[config.mk]
export PLATFORM = sky130hd
export DESIGN_NAME = hsh_homing
export DESIGN_NICKNAME = d
export VERILOG_FILES = /design/src/inc/hsh_pkg.sv /design/src/logic/hsh_homing.sv /design/src/logic/hsh_set_mem.sv
export SDC_FILE = /design/constraint.sdc
export NUM_CORES = 1
export LEC_CHECK = 0
export BUFFER_PORTS_ARGS = -buffer_cell sky130_fd_sc_hd__buf_2
export CAP_MARGIN = 40
export CORE_MARGIN = 1
export CORE_UTILIZATION = 30
export CTS_CLUSTER_DIAMETER = 100
export DETAILED_ROUTE_END_ITERATION = 6
export HOLD_SLACK_MARGIN = 0.1
export PLACE_DENSITY = 0.54
export SLEW_MARGIN = 10
export SYNTH_ARGS = -nofsm -noshare
export SYNTH_HDL_FRONTEND = slang
export SYNTH_SLANG_ARGS = --single-unit
export TNS_END_PERCENT = 50
[constraint.sdc]
create_clock -name clk -period 7.25 [get_ports clk]
set_clock_uncertainty 0.05 [all_clocks]
set_input_delay 0.3625 -clock clk [delete_from_list [all_inputs] [get_ports clk]]
set_output_delay 0.3625 -clock clk [all_outputs]
set_load 0.005 [all_outputs]
[src/inc/hsh_pkg.sv]
package hsh_pkg;
  // Register offset of the homing method code (parameter address)
  localparam logic [15:0] HSH_ADDR_METHOD = 16'h1b18;
  localparam logic [15:0] HSH_ADDR_STATUS = 16'h1b1a;
  localparam logic [15:0] HSH_ADDR_CTRL = 16'h1b1c;
  localparam logic [15:0] HSH_ADDR_HOMEPOS_LO = 16'h1b1e;
  localparam logic [15:0] HSH_ADDR_HOMEPOS_HI = 16'h1b20;
  localparam logic [15:0] HSH_ADDR_POL = 16'h1b22;
  localparam logic [15:0] HSH_METHOD_RST = 16'h0012;
  // Control and status word bit positions
  localparam int HSH_CTRL_HOME_BIT = 4;
  localparam int HSH_ST_TARGET_BIT = 10;
  localparam int HSH_ST_ATTAINED_BIT = 12;
  localparam int HSH_ST_ERR_BIT = 13;
  localparam int HSH_ST_END_BIT = 14;
  localparam int HSH_ST_REFOK_BIT = 15;
  // Method code ranges
  localparam logic [7:0] HSH_M_IDX_LO = 8'h01;
  localparam logic [7:0] HSH_M_IDX_HI = 8'h0e;
  localparam logic [7:0] HSH_M_NEGATIVE_LIMIT_SWITCH = 8'h11;
  localparam logic [7:0] HSH_M_POSITIVE_LIMIT_SWITCH = 8'h12;
  localparam logic [7:0] HSH_M_REF_LO = 8'h17;
  localparam logic [7:0] HSH_M_REF_HI = 8'h1e;
  localparam logic [7:0] HSH_M_IDXNEG = 8'h1f;
  localparam logic [7:0] HSH_M_SETDIM = 8'h20;
  // Polarity codes: 0 inactive, 1 active low, 2 active high
  localparam logic [1:0] HSH_POL_OFF = 2'h0;
  localparam logic [1:0] HSH_POL_NC = 2'h1;
  localparam logic [1:0] HSH_POL_NO = 2'h2;
  localparam logic [1:0] HSH_POL_RST_LIM = 2'h1;
  localparam logic [1:0] HSH_POL_RST_REF = 2'h1;
  localparam int HSH_NSETS = 16;
  localparam logic [3:0] HSH_SEQ_HOME = 4'h0;
  // Transition conditions of a data set
  localparam logic [1:0] HSH_TC_DIRECT = 2'h0;
  localparam logic [1:0] HSH_TC_BLEND = 2'h1;
  localparam logic [1:0] HSH_TC_LEVEL = 2'h2;
  localparam logic [1:0] HSH_TC_EDGE = 2'h3;

  // One data set descriptor as held in the set memory
  typedef struct packed {
    logic [1:0] cond;
    logic [3:0] next;
    logic last;
    logic homing;
    logic [7:0] wait_ticks;
  } hsh_set_t;

  // Register write port bundle
  typedef struct packed {
    logic wr;
    logic [15:0] addr;
    logic [15:0] data;
  } hsh_wr_t;

  typedef enum logic [5:0] {
    HSH_IDLE = 6'b000001,
    HSH_SEARCH = 6'b000010,
    HSH_APPROACH = 6'b000100,
    HSH_DONE = 6'b001000,
    HSH_FAIL = 6'b010000,
    HSH_SETDIM = 6'b100000
  } hsh_home_t;

  typedef enum logic [3:0] {
    HSH_S_WAITSTART = 4'b0001,
    HSH_S_RUN = 4'b0010,
    HSH_S_DELAY = 4'b0100,
    HSH_S_TRANS = 4'b1000
  } hsh_seq_t;
endpackage : hsh_pkg

[src/logic/hsh_homing.sv]
`timescale 1ns/10ps
// What this block does
// RULE1 - Rising start request begins the set chosen at power stage enable
// RULE2 - Motion-done flag clears when a data set starts
// RULE3 - Homing set ends, next set starts with no further condition
// RULE4 - Blended transition moves on without waiting for standstill
// RULE5 - After wait time, move on at once if condition already holds
// RULE6 - After last set, wait for a new rising start request
// RULE7 - Sequence completion drives motion-done flag to one; the code does not raise it when the last set's successor is the starting set
// RULE8 - New start after completion runs the last set's successor
// RULE9 - Motion-done flag only rises while start request is low
// RULE10 - Homing accepted only in fieldbus control mode
// RULE11 - Homing parameter writes take effect on receipt
// RULE12 - Completed homing sets the reference point as zero plus offset
// RULE13 - Interrupted homing invalidates reference; mode change refused meanwhile
// RULE14 - Set dimensions loads position with requested value, no motion
// RULE15 - Index methods stop on index pulse; others after a distance
// RULE16 - Control word bit 4 written to one starts homing
// RULE17 - Status bit 10 shows homing finished, also after halt
// RULE18 - Status bit 12 set only on successful homing
// RULE19 - Bit 13 flags errors; bit 14 homing done and standstill
// RULE20 - Status bit 15 shows a valid reference point
// RULE21 - Method code decode per table, default 18
// RULE22 - Limit inputs evaluated only when enabled, with chosen level
// RULE23 - Home switch always evaluated with its configured level
// RULE24 - Integrator should prefer active-low monitoring signals
// RULE25 - Motion-done stays low through the sequence until final completion
module hsh_homing
  import hsh_pkg::*;
(
  input wire logic clk,
  input wire logic rst,
  input wire logic ce,
  input wire hsh_wr_t reg_wr,
  input wire logic [15:0] reg_addr,
  output logic [15:0] reg_rdata_ff,
  input wire logic fieldbus_mode,
  input wire logic power_enable,
  input wire logic sequence_start_request,
  input wire logic [3:0] starting_set_number,
  input wire logic set_wr,
  input wire logic [3:0] set_waddr,
  input wire hsh_set_t set_wdata,
  input wire logic motion_done,
  input wire logic standstill,
  input wire logic halt,
  input wire logic abort,
  input wire logic dist_reached,
  input wire logic index_pulse,
  input wire logic negative_limit_switch,
  input wire logic positive_limit_switch,
  input wire logic home_switch,
  input wire logic mode_change_req,
  input wire logic [31:0] setdim_value,
  output logic [15:0] drive_status_word_ff,
  output logic move_start_ff,
  output logic [3:0] move_set_ff,
  output logic home_dir_pos_ff,
  output logic home_move_ff,
  output logic pos_load_ff,
  output logic [31:0] pos_load_value_ff,
  output logic mode_change_ok_ff,
  output logic x_end_ff
);
  logic [15:0] homing_method_select_ff;
  logic [1:0] positive_limit_polarity_ff;
  logic [1:0] negative_limit_polarity_ff;
  logic [1:0] home_switch_polarity_ff;
  logic [31:0] home_pos_ff;
  logic ref_ok_ff, attained_ff, err_ff, target_ff, home_busy;
  logic start_d_ff, start_rise, pe_d_ff;
  logic [3:0] cur_set_ff, nxt_set;
  logic [7:0] wait_ff;
  hsh_home_t home_ff;
  hsh_seq_t seq_ff;
  hsh_set_t set_rd, fin_set_ff;
  logic home_cmd, lim_n, lim_p, ref_sw, sw_hit;

  // Active level of a switch from its polarity code; off reads inactive
  function automatic logic sw_active(input logic [1:0] pol,
                                     input logic pin);
    sw_active = (pol == HSH_POL_NC) ? ~pin :
                (pol == HSH_POL_NO) ? pin : 1'b0;
  endfunction : sw_active

  // Method code decode helpers
  function automatic logic m_index(input logic [7:0] m);
    m_index = (m >= HSH_M_IDX_LO && m <= HSH_M_IDX_HI) ||
              (m == HSH_M_IDXNEG);
  endfunction : m_index

  function automatic logic m_valid(input logic [7:0] m);
    m_valid = m_index(m) || m == HSH_M_NEGATIVE_LIMIT_SWITCH || m == HSH_M_POSITIVE_LIMIT_SWITCH ||
              (m >= HSH_M_REF_LO && m <= HSH_M_REF_HI) ||
              m == HSH_M_SETDIM;
  endfunction : m_valid

  hsh_set_mem u_mem (
    .clk(clk),
    .ce(ce),
    .wr(set_wr),
    .waddr(set_waddr),
    .wdata(set_wdata),
    .raddr(nxt_set),
    .rdata(set_rd)
  );

  // Switch evaluation; limits gated by their enable, home switch never
  assign lim_n = sw_active(negative_limit_polarity_ff,
                           negative_limit_switch); // [RULE22]
  assign lim_p = sw_active(positive_limit_polarity_ff,
                           positive_limit_switch); // [RULE22]
  // Home switch code 0 is treated as active low, so it is always live
  assign ref_sw = (home_switch_polarity_ff == HSH_POL_NO) ?
                  home_switch : ~home_switch; // [RULE23]
  always_comb begin
    sw_hit = 1'b0;
    if (homing_method_select_ff[7:0] == HSH_M_NEGATIVE_LIMIT_SWITCH ||
        homing_method_select_ff[7:0] == HSH_M_IDX_LO) begin
      sw_hit = lim_n;
    end else if (homing_method_select_ff[7:0] == HSH_M_POSITIVE_LIMIT_SWITCH ||
                 homing_method_select_ff[7:0] == 8'h02) begin
      sw_hit = lim_p;
    end else if (homing_method_select_ff[7:0] == HSH_M_IDXNEG) begin
      sw_hit = 1'b1;
    end else begin
      sw_hit = ref_sw;
    end
  end

  // Control word bit 4 written to one, in fieldbus mode only
  assign home_cmd = reg_wr.wr && reg_wr.addr == HSH_ADDR_CTRL &&
                    reg_wr.data[HSH_CTRL_HOME_BIT] &&
                    fieldbus_mode; // [RULE16] [RULE10]
  assign home_busy = (home_ff == HSH_SEARCH) ||
                     (home_ff == HSH_APPROACH);

  // Parameter registers update on the write itself, no commit
  always_ff @(posedge clk or posedge rst) begin
    if (rst) begin
      homing_method_select_ff <= HSH_METHOD_RST; // [RULE21]
      positive_limit_polarity_ff <= HSH_POL_RST_LIM;
      negative_limit_polarity_ff <= HSH_POL_RST_LIM;
      home_switch_polarity_ff <= HSH_POL_RST_REF;
      home_pos_ff <= 32'h0000_0000;
    end else if (ce && reg_wr.wr) begin
      if (reg_wr.addr == HSH_ADDR_METHOD) begin
        homing_method_select_ff <= reg_wr.data; // [RULE11]
      end else if (reg_wr.addr == HSH_ADDR_HOMEPOS_LO) begin
        home_pos_ff[15:0] <= reg_wr.data;
      end else if (reg_wr.addr == HSH_ADDR_HOMEPOS_HI) begin
        home_pos_ff[31:16] <= reg_wr.data;
      end else if (reg_wr.addr == HSH_ADDR_POL) begin
        negative_limit_polarity_ff <= reg_wr.data[1:0];
        positive_limit_polarity_ff <= reg_wr.data[3:2];
        home_switch_polarity_ff <= reg_wr.data[5:4];
      end
    end
  end

  // Homing state machine
  always_ff @(posedge clk or posedge rst) begin
    if (rst) begin
      home_ff <= HSH_IDLE;
      ref_ok_ff <= 1'b0;
      attained_ff <= 1'b0;
      err_ff <= 1'b0;
      target_ff <= 1'b0;
      home_move_ff <= 1'b0;
      home_dir_pos_ff <= 1'b0;
      pos_load_ff <= 1'b0;
      pos_load_value_ff <= 32'h0000_0000;
    end else if (ce) begin
      pos_load_ff <= 1'b0;
      case (home_ff)
        HSH_IDLE, HSH_DONE, HSH_FAIL: begin
          if (home_cmd) begin
            attained_ff <= 1'b0;
            target_ff <= 1'b0;
            err_ff <= 1'b0;
            if (!m_valid(homing_method_select_ff[7:0])) begin
              err_ff <= 1'b1;
              target_ff <= 1'b1;
              home_ff <= HSH_FAIL;
            end else if (homing_method_select_ff[7:0] == HSH_M_SETDIM)
            begin
              home_ff <= HSH_SETDIM;
            end else begin
              ref_ok_ff <= 1'b0;
              home_move_ff <= 1'b1;
              home_dir_pos_ff <=
                homing_method_select_ff[7:0] == HSH_M_POSITIVE_LIMIT_SWITCH;
              home_ff <= HSH_SEARCH;
            end
          end
        end
        HSH_SETDIM: begin
          pos_load_ff <= 1'b1; // [RULE14]
          pos_load_value_ff <= setdim_value;
          ref_ok_ff <= 1'b1;
          attained_ff <= 1'b1;
          target_ff <= 1'b1;
          home_ff <= HSH_DONE;
        end
        HSH_SEARCH, HSH_APPROACH: begin
          if (halt || abort) begin
            home_move_ff <= 1'b0;
            ref_ok_ff <= 1'b0; // [RULE13]
            err_ff <= abort;
            target_ff <= 1'b1; // [RULE17]
            home_ff <= HSH_FAIL;
          end else if (home_ff == HSH_SEARCH) begin
            if (sw_hit) begin
              home_ff <= HSH_APPROACH;
            end
          end else if (m_index(homing_method_select_ff[7:0]) ?
                       index_pulse : dist_reached) begin // [RULE15]
            home_move_ff <= 1'b0;
            pos_load_ff <= 1'b1;
            pos_load_value_ff <= home_pos_ff; // [RULE12]
            ref_ok_ff <= 1'b1; // [RULE20]
            attained_ff <= 1'b1; // [RULE18]
            target_ff <= 1'b1;
            home_ff <= HSH_DONE;
          end
        end
        default: begin
          home_ff <= HSH_IDLE;
        end
      endcase
    end
  end

  // Mode change allowed only when no reference movement is in progress
  always_ff @(posedge clk or posedge rst) begin
    if (rst) begin
      mode_change_ok_ff <= 1'b0;
    end else if (ce) begin
      // A homing start in this cycle also refuses the change
      mode_change_ok_ff <= mode_change_req && !home_busy &&
                           !home_cmd; // [RULE13]
    end
  end

  // Start request edge and power stage enable edge
  always_ff @(posedge clk or posedge rst) begin
    if (rst) begin
      start_d_ff <= 1'b0;
      pe_d_ff <= 1'b0;
    end else if (ce) begin
      start_d_ff <= sequence_start_request;
      pe_d_ff <= power_enable;
    end
  end
  assign start_rise = sequence_start_request && !start_d_ff;

  // Memory read address follows the set about to run
  always_comb begin
    nxt_set = cur_set_ff;
    if (power_enable && !pe_d_ff) begin
      nxt_set = starting_set_number;
    end else if (seq_ff == HSH_S_RUN &&
                 (motion_done || set_rd.cond == HSH_TC_BLEND)) begin
      nxt_set = set_rd.next;
    end
  end

  // Sequence engine
  always_ff @(posedge clk or posedge rst) begin
    if (rst) begin
      seq_ff <= HSH_S_WAITSTART;
      cur_set_ff <= 4'h0;
      wait_ff <= 8'h00;
      fin_set_ff <= '0;
      move_start_ff <= 1'b0;
      move_set_ff <= 4'h0;
      x_end_ff <= 1'b0;
    end else if (ce) begin
      move_start_ff <= 1'b0;
      cur_set_ff <= nxt_set;
      if (!power_enable) begin
        seq_ff <= HSH_S_WAITSTART;
      end else begin
        case (seq_ff)
          HSH_S_WAITSTART: begin
            if (start_rise && fieldbus_mode) begin // [RULE1] [RULE8]
              move_start_ff <= 1'b1;
              move_set_ff <= cur_set_ff;
              x_end_ff <= 1'b0; // [RULE2]
              seq_ff <= HSH_S_RUN;
            end else if (!sequence_start_request && standstill &&
                         !x_end_ff && start_d_ff == 1'b0 &&
                         cur_set_ff != starting_set_number) begin
              x_end_ff <= 1'b1; // [RULE7] [RULE9]
            end
          end
          HSH_S_RUN: begin
            x_end_ff <= 1'b0; // [RULE25]
            if (motion_done || (set_rd.cond == HSH_TC_BLEND)) begin
              wait_ff <= set_rd.wait_ticks;
              fin_set_ff <= set_rd; // Exit rule of the set just ended
              seq_ff <= HSH_S_DELAY; // [RULE4]
            end
          end
          HSH_S_DELAY: begin
            if (wait_ff != 8'h00) begin
              wait_ff <= wait_ff - 8'h01;
            end else begin
              seq_ff <= HSH_S_TRANS;
            end
          end
          HSH_S_TRANS: begin
            if (fin_set_ff.last && !fin_set_ff.homing) begin
              seq_ff <= HSH_S_WAITSTART; // [RULE6]
            end else if (fin_set_ff.homing ||
                         fin_set_ff.cond != HSH_TC_EDGE &&
                         (fin_set_ff.cond != HSH_TC_LEVEL ||
                          sequence_start_request)) begin
              move_start_ff <= 1'b1; // [RULE3] [RULE5]
              move_set_ff <= cur_set_ff;
              seq_ff <= HSH_S_RUN;
            end else if (start_rise) begin
              move_start_ff <= 1'b1;
              move_set_ff <= cur_set_ff;
              seq_ff <= HSH_S_RUN;
            end
          end
          default: begin
            seq_ff <= HSH_S_WAITSTART;
          end
        endcase
      end
    end
  end

  // Status word: bits 10, 12 to 15
  always_ff @(posedge clk or posedge rst) begin
    if (rst) begin
      drive_status_word_ff <= 16'h0000;
    end else if (ce) begin
      drive_status_word_ff <= 16'h0000;
      drive_status_word_ff[HSH_ST_TARGET_BIT] <= target_ff; // [RULE17]
      drive_status_word_ff[HSH_ST_ATTAINED_BIT] <= attained_ff; // [RULE18]
      drive_status_word_ff[HSH_ST_ERR_BIT] <= err_ff; // [RULE19]
      drive_status_word_ff[HSH_ST_END_BIT] <=
        (home_ff == HSH_DONE) && standstill; // [RULE19]
      drive_status_word_ff[HSH_ST_REFOK_BIT] <= ref_ok_ff; // [RULE20]
    end
  end

  // Register read mux
  always_ff @(posedge clk or posedge rst) begin
    if (rst) begin
      reg_rdata_ff <= 16'h0000;
    end else if (ce) begin
      if (reg_addr == HSH_ADDR_METHOD) begin
        reg_rdata_ff <= homing_method_select_ff;
      end else if (reg_addr == HSH_ADDR_STATUS) begin
        reg_rdata_ff <= drive_status_word_ff;
      end else if (reg_addr == HSH_ADDR_HOMEPOS_LO) begin
        reg_rdata_ff <= home_pos_ff[15:0];
      end else if (reg_addr == HSH_ADDR_HOMEPOS_HI) begin
        reg_rdata_ff <= home_pos_ff[31:16];
      end else if (reg_addr == HSH_ADDR_POL) begin
        reg_rdata_ff <= {10'h000, home_switch_polarity_ff,
                         positive_limit_polarity_ff,
                         negative_limit_polarity_ff};
      end else begin
        reg_rdata_ff <= 16'h0000;
      end
    end
  end
endmodule : hsh_homing

[src/logic/hsh_set_mem.sv]
`timescale 1ns/10ps
// Data set table; read data comes out of a register
module hsh_set_mem
  import hsh_pkg::*;
(
  input wire logic clk,
  input wire logic ce,
  input wire logic wr,
  input wire logic [3:0] waddr,
  input wire hsh_set_t wdata,
  input wire logic [3:0] raddr,
  output hsh_set_t rdata
);
  hsh_set_t mem [HSH_NSETS];

  // Write port, no reset: contents are loaded by software
  always_ff @(posedge clk) begin
    if (ce && wr) begin
      mem[waddr] <= wdata;
    end
  end

  // Registered read
  always_ff @(posedge clk) begin
    if (ce) begin
      rdata <= mem[raddr];
    end
  end
endmodule : hsh_set_mem

==> metrics.yaml <==
cts-htree-levels: 2
grt_first_pass_wirelength_um: 73600
routed_wl_per_cell_um: 19.4
cpPeakStageDelay_ns: 0.66
dp.final_hpwl_um: 30800
timing.final.crit_period_ns: 3.68
synth-seq-area-share_pct: 66.4
die_area_sq_um: 60700
timing.setup.tns_ns: 0
result_of_the_run: "completed"
ios: 196
syn_area_per_cell_sq_um: 12.3
place_congestion: 0.850
grt_pass1_vias: 12400
worst-endpoint-required_ns: 7.52
final_design_area_no_fill_sq_um: 22000
cts_tree: "yes"
fp-row-count: 89
total_of_endpoints_with_negative_setup_slack_in_the_final_report: 0
grt_start_max_net_pins: 80
floorplan.initialDensity_pct: 30.4
die_width_um: 246
yosys-top-cells-area: "sky130_fd_sc_hd__edfxtp_1, sky130_fd_sc_hd__dfrtp_1, sky130_fd_sc_hd__nand2_1"
drive_above_1_share_pct: 23.8
cts_root_buf: "sky130_fd_sc_hd__clkbuf_16"
rsz0062_at_grt: "no"
cellLeakagePower_nw: 8.67
worst_r2r_path_cells: 8
core_area_sq_um: 59000
worst_setup_path_start_kind: "flop"
globalRouteTotalUtil_pct: 15.9
synth.top_cell.area_share_pct: 45.6
dpl_cell_area_sq_um: 19700
netlist.top_cell.by_area: "sky130_fd_sc_hd__edfxtp_1"
tritoncts_num_sinks: 421
port_buffers: 184
detail_routed_via_count_per_cell: 5.01
critical-path-top-cell-by-count: "sky130_fd_sc_hd__buf_4"
cts.reportedPaths.clkPinSlew_ns: 0.06
antenna_violations_before_repair: 7
hold_depth: 4
routed_wirelength_um: 48800
dr_total_vias: 12600
chipHeight_um: 246
finalMaxSlewViolations: 0
synth-edff-count: 272
power_per_cell_area_nw_per_um2: 287
report.final.hold_viol_count: 0
critical_path.slowest_cell: "sky130_fd_sc_hd__buf_4"
ir_worst_vdd_v: 0.000159
tritoncts.num_buffers: 46
final_antenna_net_count: 0
cp_cell_sequence: "or4b_4 > a21o_1 > a211oi_4 > buf_4 > buf_4 > a32oi_1 > a22oi_1 > nand2_1"
synth_unique_cells: 70
synth_cells: 1455
cp-startpoint: "seq_ff[2]"
worstSetupEndpointType: "flop"
drt_iter0_markers: 872
timing_worst_setup_path_type: "reg2reg"
worst_r2r_startpoint: "seq_ff[2]"
critPathArrivalTime_ns: 3.96
grt-ovfl-total: 0
syn_area_sq_um: 17900
drcViolationCount: 0
holdCritPathClass: "in2reg"
area.growth.synth_to_final_pct: 22.5
critical_path_peak_fanout: 70
min-delay-start: "abort"
layout_worst_path_cycle_share_pct: 50.8
measured_slew_at_the_worst_slew_check_pin_ns: 0.903
postSynth.asyncResetShare_pct: 35.4
drtPass1Iterations: 6
timing.max_cap.violations: 0
clockBufferDepth: 3
design.final.nets: 1830
synth_warnings: 0
ys_ff_latch: 421
synth_top_flop_cell: "sky130_fd_sc_hd__edfxtp_1"
maxSlewHeadroom_pct: 39.0
maxClockFrequency_mhz: 272
clock_insertion_delay_worst_skew_ns: 0.60
## final timing paths
check,end,slack (ns)
setup / recovery,u_mem.rdata[9],3.57
hold / removal,err_ff,0.13
setup reg to reg,u_mem.rdata[9],3.57
hold reg to reg,move_start_ff,0.43
max in group asynchronous,reg_rdata_ff[13],5.49
min in group asynchronous,mode_change_ok_ff,0.33
## cell families (layout without fill, tap and decap cells)
kind of cell / count (synthesis) / in the layout / synth area share [%]
XOR/XNOR: 9 / 9 / 0.440
buffers and inverters: 112 / 390 / 3.57
flip-flops: 421 / 421 / 66.4
multiplexers: 89 / 89 / 5.63
AO/OA/AOI/OAI: 302 / 302 / 11.4
other: 1 / 14 / 0.0209
AND/OR/NAND/NOR: 520 / 520 / 12.5
adder cells (fa/ha/maj): 1 / 1 / 0.0698
## what timing repair did
action,CTS,global route
resized for setup,0,0
hold endpoints to repair,338,0
hold buffers,68,0
setup buffers,0,0
## critical path: cells and delay by family, from the launching register on
kind / cells / cell delay, ns
AOI/OAI and AO/OA: 4 / 0.90
buffers and inverters: 2 / 1.30
and+or+nand+nor: 2 / 0.68
DFF: 1 / 0.49
## layout by cell type, fill, tap and decap left out, drive strengths merged, types with 16 or more instances in the layout
master / instances
nand2: 322
edfxtp: 272
buf: 227
dfrtp: 142
a21oi: 104
nor2: 93
mux2: 83
dlygate4sd3: 68
clkbuf: 64
a32oi: 63
a31oi: 37
o21ai: 30
nand3: 27
a22oi: 21
nor3: 16
## flip-flops by register name, indices dropped and copies added, names as in the netlist, 5 cells and up
name / cells
reg_rdata_ff: 16
home_ff: 6
homing_method_select_ff: 16
u_mem.rdata: 16
drive_status_word_ff: 5
pos_load_value_ff: 32
u_mem.mem: 256
wait_ff: 8
home_pos_ff: 32
## final cells by class
cell class / instances / area, sq um
clock buffers: 64 / 1320
multi-input cells: 932 / 5500
fillers: 5697 / 37100
diodes: 3 / 7.51
well taps: 773 / 967
flip-flops and latches: 421 / 11900
inverters: 11 / 46.3
repair buffers: 295 / 1980
clock inverters: 20 / 235
## power by group
part | switching, W | internal (W) | total (W)
clock | 0.000966 | 0.00139 | 0.00236
combinational | 0.000693 | 0.000421 | 0.00111
sequential | 0.000123 | 0.00272 | 0.00284
total | 0.00178 | 0.00453 | 0.00631
## cells in the mapped netlist (7+ instances only)
master                     count
sky130_fd_sc_hd__xor2_1        7
sky130_fd_sc_hd__clkbuf_1     33
sky130_fd_sc_hd__nand3_1      27
sky130_fd_sc_hd__buf_6        15
sky130_fd_sc_hd__a32oi_1      63
sky130_fd_sc_hd__buf_2        33
sky130_fd_sc_hd__nand2b_1     10
sky130_fd_sc_hd__mux2_2       79
sky130_fd_sc_hd__a31oi_1      36
sky130_fd_sc_hd__nor3_1       16
sky130_fd_sc_hd__a21o_1        9
sky130_fd_sc_hd__dfrtp_1     142
sky130_fd_sc_hd__nand2_1     322
sky130_fd_sc_hd__edfxtp_1    272
sky130_fd_sc_hd__a22oi_1      21
sky130_fd_sc_hd__a21oi_1     102
sky130_fd_sc_hd__nor2_1       93
sky130_fd_sc_hd__a222oi_1     11
sky130_fd_sc_hd__o21ai_0      30
sky130_fd_sc_hd__inv_1        11
sky130_fd_sc_hd__dfstp_2       7
sky130_fd_sc_hd__buf_4        16
## routing by layer
metal	GRT usage (%)	share of wire [%]	vias to the layer above
li1	-	-	5870
met1	21.7	45	6205
met2	25.2	45	449
met3	3.19	6.9	87
met4	4.96	2.6	6
met5	0	0.076	-
## metrics by stage
step                worst slack (ns)  instances  hold WS [ns]  total power, W  util, %
detailed placement              3.58       2364         0.387         0.00398     33.4
CTS                             3.57       2516         0.103         0.00638     37.2
finish                          3.57       2519         0.133         0.00631     37.2
floorplan                       2.84       1465         0.393         0.00365        -
global placement                3.65       2355         0.415         0.00393     33.2
global route                    3.32       2516         0.117         0.00661     37.2
(Power assumes the default switching activity.)
